$ cat src/inc/uem_pkg.sv
package uem_pkg;

  localparam int unsigned DATA_W = 32;
  localparam int unsigned ADDR_W = 12;
  localparam int unsigned PTR_W  = 5;

  // register byte offsets
  localparam logic [11:0] STATUS_OFF    = 12'h104;
  localparam logic [11:0] MASK_OFF      = 12'h108;
  localparam logic [11:0] SEVERITY_OFF  = 12'h10C;
  localparam logic [11:0] LOG_STATE_OFF = 12'h130;
  localparam logic [11:0] IRQ_MASK_OFF  = 12'h134;

  // error class bit positions
  localparam int unsigned BIT_TRAINING    = 0;
  localparam int unsigned BIT_DLL_PROTO   = 4;
  localparam int unsigned BIT_SURPRISE_DN = 5;
  localparam int unsigned BIT_POISONED    = 12;
  localparam int unsigned BIT_FC_PROTO    = 13;
  localparam int unsigned BIT_CPL_TIMEOUT = 14;
  localparam int unsigned BIT_CPL_ABORT   = 15;
  localparam int unsigned BIT_UNEXP_CPL   = 16;
  localparam int unsigned BIT_RX_OVERFLOW = 17;
  localparam int unsigned BIT_MALFORMED   = 18;
  localparam int unsigned BIT_ECRC        = 19;
  localparam int unsigned BIT_UNSUP_REQ   = 20;
  localparam int unsigned BIT_ACS_VIOL    = 21;

  // implemented class bits, everything else reserved
  localparam logic [31:0] IMPL_BITS      = 32'h003F_F031;
  localparam logic [31:0] STATUS_RESET   = 32'h0000_0000;
  localparam logic [31:0] MASK_RESET     = 32'h0000_0000;
  localparam logic [31:0] SEVERITY_RESET = 32'h0006_2031;
  localparam logic [31:0] IRQ_MASK_RESET = 32'h0000_0000;

  // log state register fields
  localparam int unsigned LS_PTR_LSB  = 0;
  localparam int unsigned LS_HELD_BIT = 8;
  localparam int unsigned LS_PNF_BIT  = 9;
  localparam int unsigned LS_PF_BIT   = 10;

  typedef enum logic {
    MSG_IDLE,
    MSG_SEND
  } msg_state_type;

endpackage : uem_pkg

$ cat src/rtl/apb_regif.sv
`timescale 1ns/1ps
module apb_regif
  import uem_pkg::*;
(
  input  wire logic              pclk,     // bus clock
  input  wire logic              presetn,  // async reset, active low
  input  wire logic              psel,     // slave select
  input  wire logic              penable,  // access phase
  input  wire logic              pwrite,   // write when high
  input  wire logic [ADDR_W-1:0] paddr,    // byte address
  input  wire logic [DATA_W-1:0] pwdata,   // write data
  output logic                   pready,   // always ready
  output logic      [DATA_W-1:0] prdata,   // read data
  output logic                   pslverr,  // unmapped access
  input  wire logic [DATA_W-1:0] rd_data,  // selected register value
  input  wire logic              addr_hit, // address maps a register
  output logic                   wr_stb,   // one-cycle write strobe
  output logic      [DATA_W-1:0] wr_data   // data for the strobe
);

  logic [DATA_W-1:0] prdata_ff;
  wire               setup_ph  = psel & ~penable;
  wire               access_ph = psel & penable;

  // zero wait states: read data is captured in the setup cycle
  assign pready  = 1'b1;
  assign pslverr = access_ph & ~addr_hit;
  assign wr_stb  = access_ph & pwrite & addr_hit;
  assign wr_data = pwdata;
  assign prdata  = prdata_ff;

  always_ff @(posedge pclk or negedge presetn) begin
    if (!presetn) begin
      prdata_ff <= 32'h0000_0000;
    end else if (setup_ph) begin
      prdata_ff <= (~pwrite & addr_hit) ? rd_data : 32'h0000_0000;
    end
  end

endmodule : apb_regif

$ cat src/rtl/err_gate.sv
`timescale 1ns/1ps
module err_gate
  import uem_pkg::*;
(
  input  wire logic [31:0] err_event, // raw class event pulses
  input  wire logic [31:0] gate_en,   // one where reporting is allowed
  input  wire logic [31:0] severity,  // one means fatal
  input  wire logic        dn_port,   // port faces downstream
  output logic      [31:0] set_vec,   // status bits to set
  output logic      [31:0] report,    // unmasked events
  output logic             fatal_hit, // some unmasked fatal event
  output logic             nf_hit     // some unmasked non-fatal event
);

  function automatic logic [31:0] live_classes(input logic [31:0] ev, input logic dn);
    logic [31:0] keep;
    keep = IMPL_BITS;
    keep[BIT_SURPRISE_DN] = dn;
    return ev & keep;
  endfunction : live_classes

  assign set_vec   = live_classes(err_event, dn_port);
  assign report    = live_classes(err_event & gate_en, dn_port);
  assign fatal_hit = |(report & severity);
  assign nf_hit    = |(report & ~severity);

endmodule : err_gate

$ cat src/rtl/uncorrectable_error_mask.sv
//Function
// - mask bit 0 stops training error logging and messaging
// - mask bit 4 stops data link protocol error logging and messaging
// - mask bit 5 stops surprise down reporting; downstream ports only
// - mask bit 12 stops poisoned packet logging and messaging
// - mask bit 13 stops flow control protocol error logging and messaging
// - mask bit 14 stops completion timeout logging and messaging
// - mask bit 15 stops completer abort logging and messaging
// - mask bit 16 stops unexpected completion logging and messaging
// - mask bit 17 stops receiver overflow logging and messaging
// - mask bit 18 stops malformed packet logging and messaging
// - mask bit 19 stops end-to-end CRC error logging and messaging
// - mask bit 20 stops unsupported request logging and messaging
// - each class has a sticky status bit, cleared by writing one; surprise down sets its bit on downstream ports only
// - severity bit chooses fatal (1) or non-fatal (0) message
//
// Design decision made here: the APB interface to the registers.
`timescale 1ns/1ps
module uncorrectable_error_mask
  import uem_pkg::*;
(
  input  wire logic              pclk,        // core clock, 10 MHz
  input  wire logic              presetn,     // async reset, active low
  input  wire logic              psel,        // apb select
  input  wire logic              penable,     // apb access phase
  input  wire logic              pwrite,      // apb write
  input  wire logic [ADDR_W-1:0] paddr,       // apb byte address
  input  wire logic [DATA_W-1:0] pwdata,      // apb write data
  output logic                   pready,      // apb ready
  output logic      [DATA_W-1:0] prdata,      // apb read data
  output logic                   pslverr,     // apb error, unmapped
  input  wire logic [31:0]       err_event,   // class event pulses
  input  wire logic              dn_port_pin, // strap: downstream port
  input  wire logic              hot_reset,   // non-fundamental reset pulse
  output logic                   log_valid,   // header log capture pulse
  output logic      [PTR_W-1:0]  log_class,   // class being logged
  output logic                   msg_valid,   // error message request
  output logic                   msg_fatal,   // message is fatal
  input  wire logic              msg_ready,   // message accepted
  output logic                   irq          // level interrupt
);

  // register state
  logic [31:0]      status_ff;
  logic [31:0]      nxt_status;
  logic [31:0]      mask_ff;
  logic [31:0]      nxt_mask;
  logic [31:0]      sev_ff;
  logic [31:0]      nxt_sev;
  logic [31:0]      irq_mask_ff;
  logic [31:0]      nxt_irq_mask;

  // header log tracking
  logic [PTR_W-1:0] first_ptr_ff;
  logic [PTR_W-1:0] nxt_first_ptr;
  logic             log_held_ff;
  logic             nxt_log_held;
  logic             log_valid_ff;
  logic             nxt_log_valid;

  // message sequencing
  msg_state_type    msg_state_ff;
  msg_state_type    nxt_msg_state;
  logic             pend_fatal_ff;
  logic             nxt_pend_fatal;
  logic             pend_nf_ff;
  logic             nxt_pend_nf;
  logic             msg_fatal_ff;
  logic             nxt_msg_fatal;

  // strap synchroniser
  logic             dn_meta_ff;
  logic             dn_port_ff;

  // bus side
  logic             wr_stb;
  logic [31:0]      wr_data;
  logic [31:0]      rd_data;
  logic             addr_hit;

  // gating
  logic [31:0]      gate_en;
  logic [31:0]      set_vec;
  logic [31:0]      report;
  logic             fatal_hit;
  logic             nf_hit;

  function automatic logic [PTR_W-1:0] lowest_set(input logic [31:0] vec);
    logic [PTR_W-1:0] idx;
    idx = '0;
    for (int i = 31; i >= 0; i--) begin
      if (vec[i]) begin
        idx = PTR_W'(i);
      end
    end
    return idx;
  endfunction : lowest_set

  apb_regif u_regif (
    .pclk     (pclk),
    .presetn  (presetn),
    .psel     (psel),
    .penable  (penable),
    .pwrite   (pwrite),
    .paddr    (paddr),
    .pwdata   (pwdata),
    .pready   (pready),
    .prdata   (prdata),
    .pslverr  (pslverr),
    .rd_data  (rd_data),
    .addr_hit (addr_hit),
    .wr_stb   (wr_stb),
    .wr_data  (wr_data)
  );

  // address decode
  wire sel_status   = (paddr == STATUS_OFF);
  wire sel_mask     = (paddr == MASK_OFF);
  wire sel_sev      = (paddr == SEVERITY_OFF);
  wire sel_logstate = (paddr == LOG_STATE_OFF);
  wire sel_irq_mask = (paddr == IRQ_MASK_OFF);

  assign addr_hit = sel_status | sel_mask | sel_sev | sel_logstate | sel_irq_mask;

  wire [31:0] log_state_word = {21'h00_0000, pend_fatal_ff, pend_nf_ff, log_held_ff,
                                3'h0, first_ptr_ff};

  assign rd_data = sel_status   ? status_ff      :
                   sel_mask     ? mask_ff        :
                   sel_sev      ? sev_ff         :
                   sel_logstate ? log_state_word :
                   sel_irq_mask ? irq_mask_ff    : 32'h0000_0000;

  // per-class gate enables, a set mask bit closes the gate
  always_comb begin
    gate_en = 32'h0000_0000;
    gate_en[BIT_TRAINING]    = ~mask_ff[BIT_TRAINING];
    gate_en[BIT_DLL_PROTO]   = ~mask_ff[BIT_DLL_PROTO];
    gate_en[BIT_SURPRISE_DN] = ~mask_ff[BIT_SURPRISE_DN] & dn_port_ff;
    gate_en[BIT_POISONED]    = ~mask_ff[BIT_POISONED];
    gate_en[BIT_FC_PROTO]    = ~mask_ff[BIT_FC_PROTO];
    gate_en[BIT_CPL_TIMEOUT] = ~mask_ff[BIT_CPL_TIMEOUT];
    gate_en[BIT_CPL_ABORT]   = ~mask_ff[BIT_CPL_ABORT];
    gate_en[BIT_UNEXP_CPL]   = ~mask_ff[BIT_UNEXP_CPL];
    gate_en[BIT_RX_OVERFLOW] = ~mask_ff[BIT_RX_OVERFLOW];
    gate_en[BIT_MALFORMED]   = ~mask_ff[BIT_MALFORMED];
    gate_en[BIT_ECRC]        = ~mask_ff[BIT_ECRC];
    gate_en[BIT_UNSUP_REQ]   = ~mask_ff[BIT_UNSUP_REQ];
    gate_en[BIT_ACS_VIOL]    = ~mask_ff[BIT_ACS_VIOL];
  end

  err_gate u_gate (
    .err_event (err_event),
    .gate_en   (gate_en),
    .severity  (sev_ff),
    .dn_port   (dn_port_ff),
    .set_vec   (set_vec),
    .report    (report),
    .fatal_hit (fatal_hit),
    .nf_hit    (nf_hit)
  );

  wire wr_status   = wr_stb & sel_status;
  wire wr_mask     = wr_stb & sel_mask;
  wire wr_sev      = wr_stb & sel_sev;
  wire wr_irq_mask = wr_stb & sel_irq_mask;

  assign nxt_status = ((status_ff & ~(wr_status ? wr_data : 32'h0000_0000)) | set_vec)
                      & IMPL_BITS;

  assign nxt_mask     = wr_mask     ? (wr_data & IMPL_BITS) : mask_ff;
  assign nxt_sev      = wr_sev      ? (wr_data & IMPL_BITS) : sev_ff;
  assign nxt_irq_mask = wr_irq_mask ? (wr_data & IMPL_BITS) : irq_mask_ff;

  // header log: first unmasked error is held until software clears its status
  wire log_release = log_held_ff & ~status_ff[first_ptr_ff];
  wire log_open    = ~log_held_ff | log_release;
  wire log_take    = log_open & (|report);

  assign nxt_log_valid = log_take;
  assign nxt_first_ptr = log_take ? lowest_set(report) : first_ptr_ff;
  assign nxt_log_held  = log_take ? 1'b1 : (log_release ? 1'b0 : log_held_ff);

  // message sequencing, fatal first; repeats while pending coalesce
  always_comb begin
    nxt_msg_state  = msg_state_ff;
    nxt_msg_fatal  = msg_fatal_ff;
    nxt_pend_fatal = pend_fatal_ff;
    nxt_pend_nf    = pend_nf_ff;
    case (msg_state_ff)
      MSG_IDLE: begin
        if (pend_fatal_ff) begin
          nxt_msg_state  = MSG_SEND;
          nxt_msg_fatal  = 1'b1;
          nxt_pend_fatal = 1'b0;
        end else if (pend_nf_ff) begin
          nxt_msg_state = MSG_SEND;
          nxt_msg_fatal = 1'b0;
          nxt_pend_nf   = 1'b0;
        end
      end
      MSG_SEND: begin
        if (msg_ready) begin
          nxt_msg_state = MSG_IDLE;
        end
      end
      default: begin
        nxt_msg_state = MSG_IDLE;
      end
    endcase
    if (fatal_hit) begin
      nxt_pend_fatal = 1'b1;
    end
    if (nf_hit) begin
      nxt_pend_nf = 1'b1;
    end
  end

  assign log_valid = log_valid_ff;
  assign log_class = first_ptr_ff;
  assign msg_valid = (msg_state_ff == MSG_SEND);
  assign msg_fatal = msg_fatal_ff;
  assign irq       = |(status_ff & ~irq_mask_ff);

  // strap comes from a pin, two flops before use
  always_ff @(posedge pclk or negedge presetn) begin
    if (!presetn) begin
      dn_meta_ff <= 1'b0;
      dn_port_ff <= 1'b0;
    end else begin
      dn_meta_ff <= dn_port_pin;
      dn_port_ff <= dn_meta_ff;
    end
  end

  always_ff @(posedge pclk or negedge presetn) begin
    if (!presetn) begin
      status_ff <= STATUS_RESET;
      mask_ff   <= MASK_RESET;
      sev_ff    <= SEVERITY_RESET;
    end else begin
      status_ff <= nxt_status;
      mask_ff   <= nxt_mask;
      sev_ff    <= nxt_sev;
    end
  end

  // sticky log state survives hot reset, like the status it points at
  always_ff @(posedge pclk or negedge presetn) begin
    if (!presetn) begin
      first_ptr_ff <= '0;
      log_held_ff  <= 1'b0;
      log_valid_ff <= 1'b0;
    end else begin
      first_ptr_ff <= nxt_first_ptr;
      log_held_ff  <= nxt_log_held;
      log_valid_ff <= nxt_log_valid;
    end
  end

  // non-sticky state: hot reset drops pending messages and interrupt mask
  always_ff @(posedge pclk or negedge presetn) begin
    if (!presetn) begin
      msg_state_ff  <= MSG_IDLE;
      msg_fatal_ff  <= 1'b0;
      pend_fatal_ff <= 1'b0;
      pend_nf_ff    <= 1'b0;
      irq_mask_ff   <= IRQ_MASK_RESET;
    end else if (hot_reset) begin
      msg_state_ff  <= MSG_IDLE;
      msg_fatal_ff  <= 1'b0;
      pend_fatal_ff <= 1'b0;
      pend_nf_ff    <= 1'b0;
      irq_mask_ff   <= IRQ_MASK_RESET;
    end else begin
      msg_state_ff  <= nxt_msg_state;
      msg_fatal_ff  <= nxt_msg_fatal;
      pend_fatal_ff <= nxt_pend_fatal;
      pend_nf_ff    <= nxt_pend_nf;
      irq_mask_ff   <= nxt_irq_mask;
    end
  end

endmodule : uncorrectable_error_mask

$ cat config.mk
export PLATFORM = sky130hd
export DESIGN_NAME = uncorrectable_error_mask
export DESIGN_NICKNAME = d
export VERILOG_FILES = /design/src/inc/uem_pkg.sv /design/src/rtl/apb_regif.sv /design/src/rtl/err_gate.sv /design/src/rtl/uncorrectable_error_mask.sv
export SDC_FILE = /design/constraint.sdc
export NUM_CORES = 1
export LEC_CHECK = 0
export BUFFER_PORTS_ARGS = -buffer_cell sky130_fd_sc_hd__buf_2
export CAP_MARGIN = 20
export CORE_ASPECT_RATIO = 1.25
export CORE_MARGIN = 4
export CORE_UTILIZATION = 50
export CTS_CLUSTER_SIZE = 10
export DETAILED_ROUTE_END_ITERATION = 12
export PLACE_DENSITY = 0.77
export REMOVE_ABC_BUFFERS = 1
export SLEW_MARGIN = 30
export SYNTH_ARGS = -nofsm -noshare
export SYNTH_HDL_FRONTEND = slang
export SYNTH_HIERARCHICAL = 1
export SYNTH_SLANG_ARGS = --single-unit
$ cat constraint.sdc
create_clock -name pclk -period 1.8 [get_ports pclk]
set_input_delay 0.27 -clock pclk [delete_from_list [all_inputs] [get_ports pclk]]
set_output_delay 0.27 -clock pclk [all_outputs]
set_load 0.02 [all_outputs]
==> results.cfg, run 1 <==
[run_status]
status = finished, violations left
violations = negative setup slack

[detailed_routing]
num_vias = 5086
wire_per_inst_um = 20.4
drt_pass1_iterations = 5
routed_wl_um = 17500
drc = 0
vias_per_cell = 5.94
ant_nets = 0
drtIter0Drc = 474

[critical_path]
r2r_start = log_class[0]
path_delay_family = simple AND/OR/NAND/NOR gates
worstPathCellList = buf_6 > nor4_4 > nand2_2 > nor3_4 > or3_4 > nand2_4 > nor2_4 > buf_6 > buf_4 > nand2_8 > buf_16 > mux2_4
crit_fanout = 5
worstSetupStartpoint = paddr[1]
critPathRequiredTime_ns = 2.04
crit_type = in2reg
crit_path_end_kind = flip-flop
path_common_cell = buf_6
critPathBufInv = 4
crit_arrival_ns = 2.27
cp-start-kind = input port
crit_slowest_cell = nor4_4
cpPeakStageDelay_ns = 0.33

[placed_design]
gp_congestion = 0.924
portBuffers = 87
place_area_um2 = 6270
place_inst = 817
dp_hpwl_um = 11200

[yosys]
synth_cells = 560
synth_area_um2 = 5390
yosysWarnings = 6
syn_avg_cell_area_um2 = 9.62

[min_path]
min_from = dn_port_pin
worstHoldPathType = in2reg

[pwr]
ir_drop_mv = 0.409
p_leak_nw = 3.57
powerDensity_nw_per_um2 = 745

[clocking]
cts-root-buf = clkbuf_16
cts_buffers = 9
clk_pin_slew_ns = 0.07
clkLatencyLatePin_ns = 0.36
clock_path_buffers = 2
htree_levels = 3
cts_tree = done
numClockSinks = 97

[floorplanning]
core.rowCount = 42
die_y_um = 124
coreArea_um2 = 10600
pin_count = 127
initial_core_util = 0.510
dieArea_um2 = 12500
die-width_um = 101

[cells_and_area]
fin_area_um2 = 7210
layout_commonest_cell = dfrtp_1
nets = 803
n_fill_cell = 693
fin_cells = 856
mostFrequentLayoutCells = dfrtp_1, buf_2, buf_4
drive_gt1_frac = 0.420
fin_util = 0.682
n_antenna_cell = 0
areaGrowthSynthToFinish_pct = 33.7

[global_route]
grt.overflow.total = 0
antenna_found_initial = 0
grt_pass1_vias = 5086
grtUsageMet3 = 0.0555
grt_usage = 0.272
grt_start_max_net_pins = 98
grt_pass1_wl_um = 26000
grt_util_met2 = 0.466
grt_use_met1 = 0.311
top_usage_layer = met2

[timing]
finalHoldViolCount = 0
slew_headroom = 0.643
tns_ns = -9.45
final-max-slew-violation-count = 0
setup_slack_ns = -0.228
worstMarginPinSlew_ns = 0.535
period_minus_slack_ns = 2.03
period_share = 1.13
rsz0062_at_grt = true
fin_worst_skew_ns = 0.00876
fmax_mhz = 493
setup-violations-final = 79

[job]
cap_viol_max_count = 0
==> layout make-up <==
class / count / area (µm²) / area share
multi-input combinational: 370 / 2710 / 0.376
tap: 132 / 165 / 0.0229
inverter: 59 / 221 / 0.0307
sequential: 97 / 2440 / 0.338
timing repair buffer: 182 / 1390 / 0.192
clock buffer: 10 / 239 / 0.0332
clock inverter: 6 / 47.5 / 0.00660
==> metrics by stage <==
step           hold slack [ns]  setup WS (ns)  total power, mW
4_1_cts                 0.0182         -0.155             5.23
3_5_place_dp             0.344         -0.569             3.29
2_1_floorplan          -0.0256         -0.713             2.85
3_3_place_gp             0.336         -0.394             3.26
6_report                0.0219         -0.228             5.37
5_1_grt                 0.0121         -0.289             5.58
==> worst paths after layout <==
path / end / slack [ns] / depth (start not counted)
setup / recovery: mask_ff[0] / -0.23 / 12
hold / removal: dn_meta_ff / 0.02 / 1
setup reg to reg: log_class[0] / -0.19 / 6
hold reg to reg: dn_port_ff / 0.35 / 0
max in group asynchronous: log_class[0] / 0.85 / 3
min in group asynchronous: status_ff[21] / 0.49 / 3
==> state kept, by name, indices dropped and copies added, names as in the netlist <==
name	cells
pend_fatal_ff	1
log_held_ff	1
sev_ff	13
u_regif/prdata	32
mask_ff	13
dn_port_ff	1
log_valid	1
status_ff	13
msg_valid	1
pend_nf_ff	1
log_class	5
dn_meta_ff	1
irq_mask_ff	13
msg_fatal	1
==> power by group <==
group / total [mW] / internal (mW) / switching, mW
clock: 1.88 / 0.993 / 0.889
combinational: 1.14 / 0.516 / 0.621
sequential: 2.35 / 2.24 / 0.106
==> routing by layer <==
metal,vias to the layer above,part of all wire,wire length (µm)
met5,-,0,0
li1,2204,-,-
met3,120,0.078,1360
met1,2445,0.35,6130
met2,317,0.50,8780
met4,0,0.068,1190
==> repair_timing <==
action | CTS | global route
hold buffers | 1 | 0
pin swaps | 17 | 19
setup buffers | 16 | 7
gates resized for setup | 69 | 44
cloned | 3 | 1
hold endpoints to repair | 30 | 0
endpoints found under the setup margin | 61 | 80
Power figures use the tool's default switching activity.
==> run 2, diff against run 1 <==
- PLACE_DENSITY: 0.77 -> not set
- PLACE_DENSITY_LB_ADDON: not set -> 0.1
==> run 2 against run 1 <==
  * Sequential share of layout area shrank 0.49 points
  * Sequential power is essentially flat
  * Clock skew shrank 0.0023 ns
  * Critical endpoint is now log_class[2]
  * Combinational power grew 6%
  * Via count shrank 6.7%
  * Worst hold slack gained 0.0067 ns
  * Flip-flop and latch count is the same
  * The run still ends with negative setup slack left
  * Core utilization grew 1.0 points
  * Global-route usage shrank 0.53 points
  * Critical path type is now reg2reg
  * Cell count grew 0.82%
  * Largest power group unchanged
==> results.cfg, run 2 (synthesis results as in run 1) <==
[run_status]
status = finished, violations left
violations = negative setup slack

[timing]
rsz0062_at_grt = true
finalHoldViolCount = 0
fin_worst_skew_ns = 0.00649
setup-violations-final = 60
period_minus_slack_ns = 1.98
final-max-slew-violation-count = 0
setup_slack_ns = -0.178
fmax_mhz = 505
period_share = 1.10

[job]
cap_viol_max_count = 0

[global_route]
grt.overflow.total = 0
grt_start_max_net_pins = 35
grt_pass1_vias = 4804
antenna_found_initial = 0
grt_usage = 0.267
grt_pass1_wl_um = 25400

[min_path]
worstHoldPathType = in2reg
min_from = dn_port_pin
holdPathEnd = dn_meta_ff
hold_path_depth = 1

[critical_path]
r2r_cells = 9
reg2reg_slack_ns = -0.18
critPathBufInv = 2
r2r-end = log_class[2]
crit_arrival_ns = 2.21
cp-start-kind = flip-flop
path_common_cell = a31oi_4
worstPathCellList = inv_1 > nand2_2 > inv_2 > or4_4 > a31oi_4 > o21ai_1 > nand2_1 > a31oi_4 > mux2_4
critPathRequiredTime_ns = 2.03
crit_type = reg2reg
crit_path_end_kind = flip-flop
path_delay_family = simple AND/OR/NAND/NOR gates
cpPeakStageDelay_ns = 0.53
crit_fanout = 3
r2r_start = mask_ff[21]
crit_slowest_cell = or4_4

[floorplanning]
coreArea_um2 = 10600
die-width_um = 101
core.rowCount = 42
initial_core_util = 0.510
pin_count = 127
die_y_um = 124
dieArea_um2 = 12500

[placed_design]
place_inst = 824
gp_congestion = 0.985
place_area_um2 = 6300
dp_hpwl_um = 11800
pre_cts_slack_ns = -0.467
portBuffers = 87

[cells_and_area]
n_antenna_cell = 0
largest_reg_flops = 32
fin_area_um2 = 7310
layout_commonest_cell = dfrtp_1
mostFrequentLayoutCells = dfrtp_1, buf_2, buf_4
fin_cells = 863
nets = 810
drive_gt1_frac = 0.438
areaGrowthSynthToFinish_pct = 35.7

[detailed_routing]
vias_per_cell = 5.50
ant_nets = 0
drc = 0
routed_wl_um = 16400
drtIter0Drc = 359
wire_per_inst_um = 19.0
num_vias = 4746
drt_pass1_iterations = 5

[clocking]
numClockSinks = 97
cts_buffers = 9
htree_levels = 3
clk_pin_slew_ns = 0.07
cts-root-buf = clkbuf_16
clkLatencyLatePin_ns = 0.35
cts_tree = done
clock_path_buffers = 2

[pwr]
power.total_mw = 5.55
powerDensity_nw_per_um2 = 759
p_leak_nw = 3.59
ir_drop_mv = 0.900
[run 2: cell types whose count changed in the layout (fill, tap and decap cells not counted), sizes merged]
cell      change
buf           +8
bufinv        +1
clkbuf        +2
clkinvlp      -1
inv           -3
[run 2: power breakdown]
part	internal [mW]	switching, mW	total [mW]
Sequential	2.25	0.0959	2.34
Combinational	0.589	0.618	1.21
Clock	1.16	0.840	2.00
[run 2: area by class of cell]
cell class | instances | area [µm²]
Fill cell | 839 | 3250
Timing Repair Buffer | 189 | 1430
Clock inverter | 3 | 47.5
Inverter | 59 | 224
Sequential cell | 97 | 2440
Multi-Input combinational cell | 370 | 2750
Clock buffer | 13 | 260
Tap cell | 132 | 165
[run 2: what timing repair did]
action,4_1_cts,5_1_grt
setup buffers,15,8
pin swaps,64,31
hold buffers,1,0
setup endpoints to repair,61,80
resized for setup,98,47
hold endpoints to repair,30,0
gates cloned,1,1
[run 2: worst max-delay path by stage]
stage                      from      endpoint  slack, ns  cells after the start
finish              mask_ff[21]  log_class[2]      -0.18                      9
global route          paddr[11]    sev_ff[21]      -0.27                     12
CTS                 mask_ff[14]  log_class[1]      -0.18                      8
detailed placement     paddr[9]    sev_ff[19]      -0.47                     11
global placement       paddr[9]    sev_ff[21]      -0.38                     11
floorplan              paddr[9]    sev_ff[12]      -0.71                      8
[run 2: metal layers]
| metal | routed length, µm | vias up | track usage | share of wire |
|---|---|---|---|---|
| li1 | - | 2210 | - | - |
| met1 | 6640 | 2342 | 0.344 | 0.40 |
| met2 | 8300 | 154 | 0.435 | 0.51 |
| met3 | 931 | 40 | 0.0459 | 0.057 |
| met4 | 542 | 0 | 0.125 | 0.033 |
| met5 | 0 | - | 0 | 0 |
[run 2: per-stage QoR]
stage          TNS [ns]  utilization  hold WS (ns)
3_3_place_gp     -23.29        0.596         0.252
4_1_cts           -3.19        0.674        0.0246
2_1_floorplan    -43.71            -       -0.0256
3_5_place_dp     -28.01        0.596         0.257
5_1_grt          -11.98        0.692        0.0209
6_report          -4.66        0.692        0.0286
==> run 3, diff against run 2 <==
- ABC_AREA: not set -> 1
==> run 3 against run 2 <==
  * The run still ends with negative setup slack left
  * Register-to-register slack improved by 0.12 ns
  * Synthesized cell count up 36%
  * Worst setup slack worse by 0.11 ns
  * Core utilization shrank 3.2 points
  * Count of clock-buffer cells in the layout shrank 4
  * Sequential power shrank 4%
  * Highest routed layer unchanged
==> results.cfg, run 3 <==
[run_status]
status = finished, violations left
violations = negative setup slack

[clocking]
clk_pin_slew_ns = 0.07
cts_tree = done
htree_levels = 3
clock_path_buffers = 2
cts-root-buf = clkbuf_16
clkLatencyLatePin_ns = 0.35
numClockSinks = 97
cts_buffers = 9

[job]
cap_viol_max_count = 0

[floorplanning]
die_y_um = 128
core.rowCount = 43
dieArea_um2 = 13200
initial_core_util = 0.513
pin_count = 127
coreArea_um2 = 11100
die-width_um = 104

[detailed_routing]
drtIter0Drc = 458
ant_nets = 0
wire_per_inst_um = 16.9
vias_per_cell = 5.33
num_vias = 5469
drc = 0
drt_pass1_iterations = 5
routed_wl_um = 17400

[yosys]
syn_avg_cell_area_um2 = 7.53
synth_cells = 759
yosysWarnings = 6
synth_area_um2 = 5710

[global_route]
grt.overflow.total = 0
grt_start_max_net_pins = 65
grt_pass1_wl_um = 26000
grt_usage = 0.247
grt_pass1_vias = 5322
antenna_found_initial = 0

[cells_and_area]
layout_commonest_cell = nand2_1
nets = 971
drive_gt1_frac = 0.349
n_antenna_cell = 0
fin_area_um2 = 7360
fin_util = 0.660
fin_cells = 1027
mostFrequentLayoutCells = nand2_1, inv_1, dfrtp_1
largest_reg_flops = 32
areaGrowthSynthToFinish_pct = 28.8

[critical_path]
crit_type = in2out
crit_arrival_ns = 1.82
critPathRequiredTime_ns = 1.53
crit_path_end_kind = output pin
cp-start-kind = input port
crit_fanout = 3

[timing]
fmax_mhz = 479
worstMarginPinSlew_ns = 0.659
setup_slack_ns = -0.287
period_minus_slack_ns = 2.09
slew_headroom = 0.561
rsz0062_at_grt = true
period_share = 1.16
fin_worst_skew_ns = 0.00848
setup-violations-final = 61
finalHoldViolCount = 0
final-max-slew-violation-count = 0

[pwr]
p_leak_nw = 3.68
ir_drop_mv = 0.425
powerDensity_nw_per_um2 = 665
power.total_mw = 4.89

[placed_design]
gp_congestion = 0.928
portBuffers = 87
place_inst = 984
dp_hpwl_um = 11400
place_area_um2 = 6290
pre_cts_slack_ns = -0.579

[min_path]
worstHoldPathType = in2reg
-- run 3: critical path, stage by stage --
cell and delay (ns):
buf_6 0.09, nor4_4 0.33, inv_2 0.09, nor2_2 0.13, inv_2 0.05, nor3_2 0.18
inv_2 0.08, nor2_4 0.13, nor2_2 0.06, nand3_4 0.11, buf_8 0.11, nor2_1 0.03
buf_2 0.15
-- run 3: cell type report --
class                           instances  area, µm²
Inverter                              137        520
Multi-Input combinational cell        488       2790
Tap cell                              135        169
Clock buffer                            9        225
Clock inverter                          7       61.3
Timing Repair Buffer                  154       1150
Fill cell                             965       3780
Sequential cell                        97       2440
-- run 3: power breakdown --
part	internal (mW)	switching [mW]
Clock	0.965	0.909
Combinational	0.282	0.492
Sequential	2.21	0.0328
Total	3.46	1.43
-- run 3: path summary, 6_finish.rpt --
path | start | to | slack, ns | cells past startpoint
worst max-delay path | paddr[11] | pslverr | -0.29 | 13
worst min-delay path | dn_port_pin | dn_meta_ff | 0.02 | 1
worst max register to register | mask_ff[19] | log_class[0] | -0.06 | 25
worst min register to register | dn_meta_ff | dn_port_ff | 0.36 | 0
max in group asynchronous | presetn | sev_ff[4] | 1.02 | 3
min in group asynchronous | presetn | u_regif/prdata[17] | 0.44 | 3
-- run 3: routing by layer --
| metal | part of all wire | GRT usage | up-vias | wire length [µm] |
|---|---|---|---|---|
| li1 | - | - | 2617 | - |
| met4 | 0.044 | 0.111 | 0 | 760 |
| met2 | 0.50 | 0.444 | 257 | 8720 |
| met3 | 0.077 | 0.0424 | 58 | 1330 |
| met5 | 0 | 0 | - | 0 |
| met1 | 0.38 | 0.291 | 2537 | 6550 |
-- run 3: what timing repair did --
item	in CTS	in global routing
gates cloned	3	4
setup buffers	14	10
endpoints found under the setup margin	71	80
pin swaps	9	24
hold endpoints to repair	91	0
hold buffers	1	0
gates resized for setup	62	63
-- run 3: through the flow --
step	hold slack, ns	TNS, ns
4_1_cts	0.0183	-5.42
5_1_grt	0.0223	-19.45
2_1_floorplan	-0.0256	-62.34
6_report	0.0222	-12.28
3_3_place_gp	0.276	-29.63
3_5_place_dp	0.274	-35.20
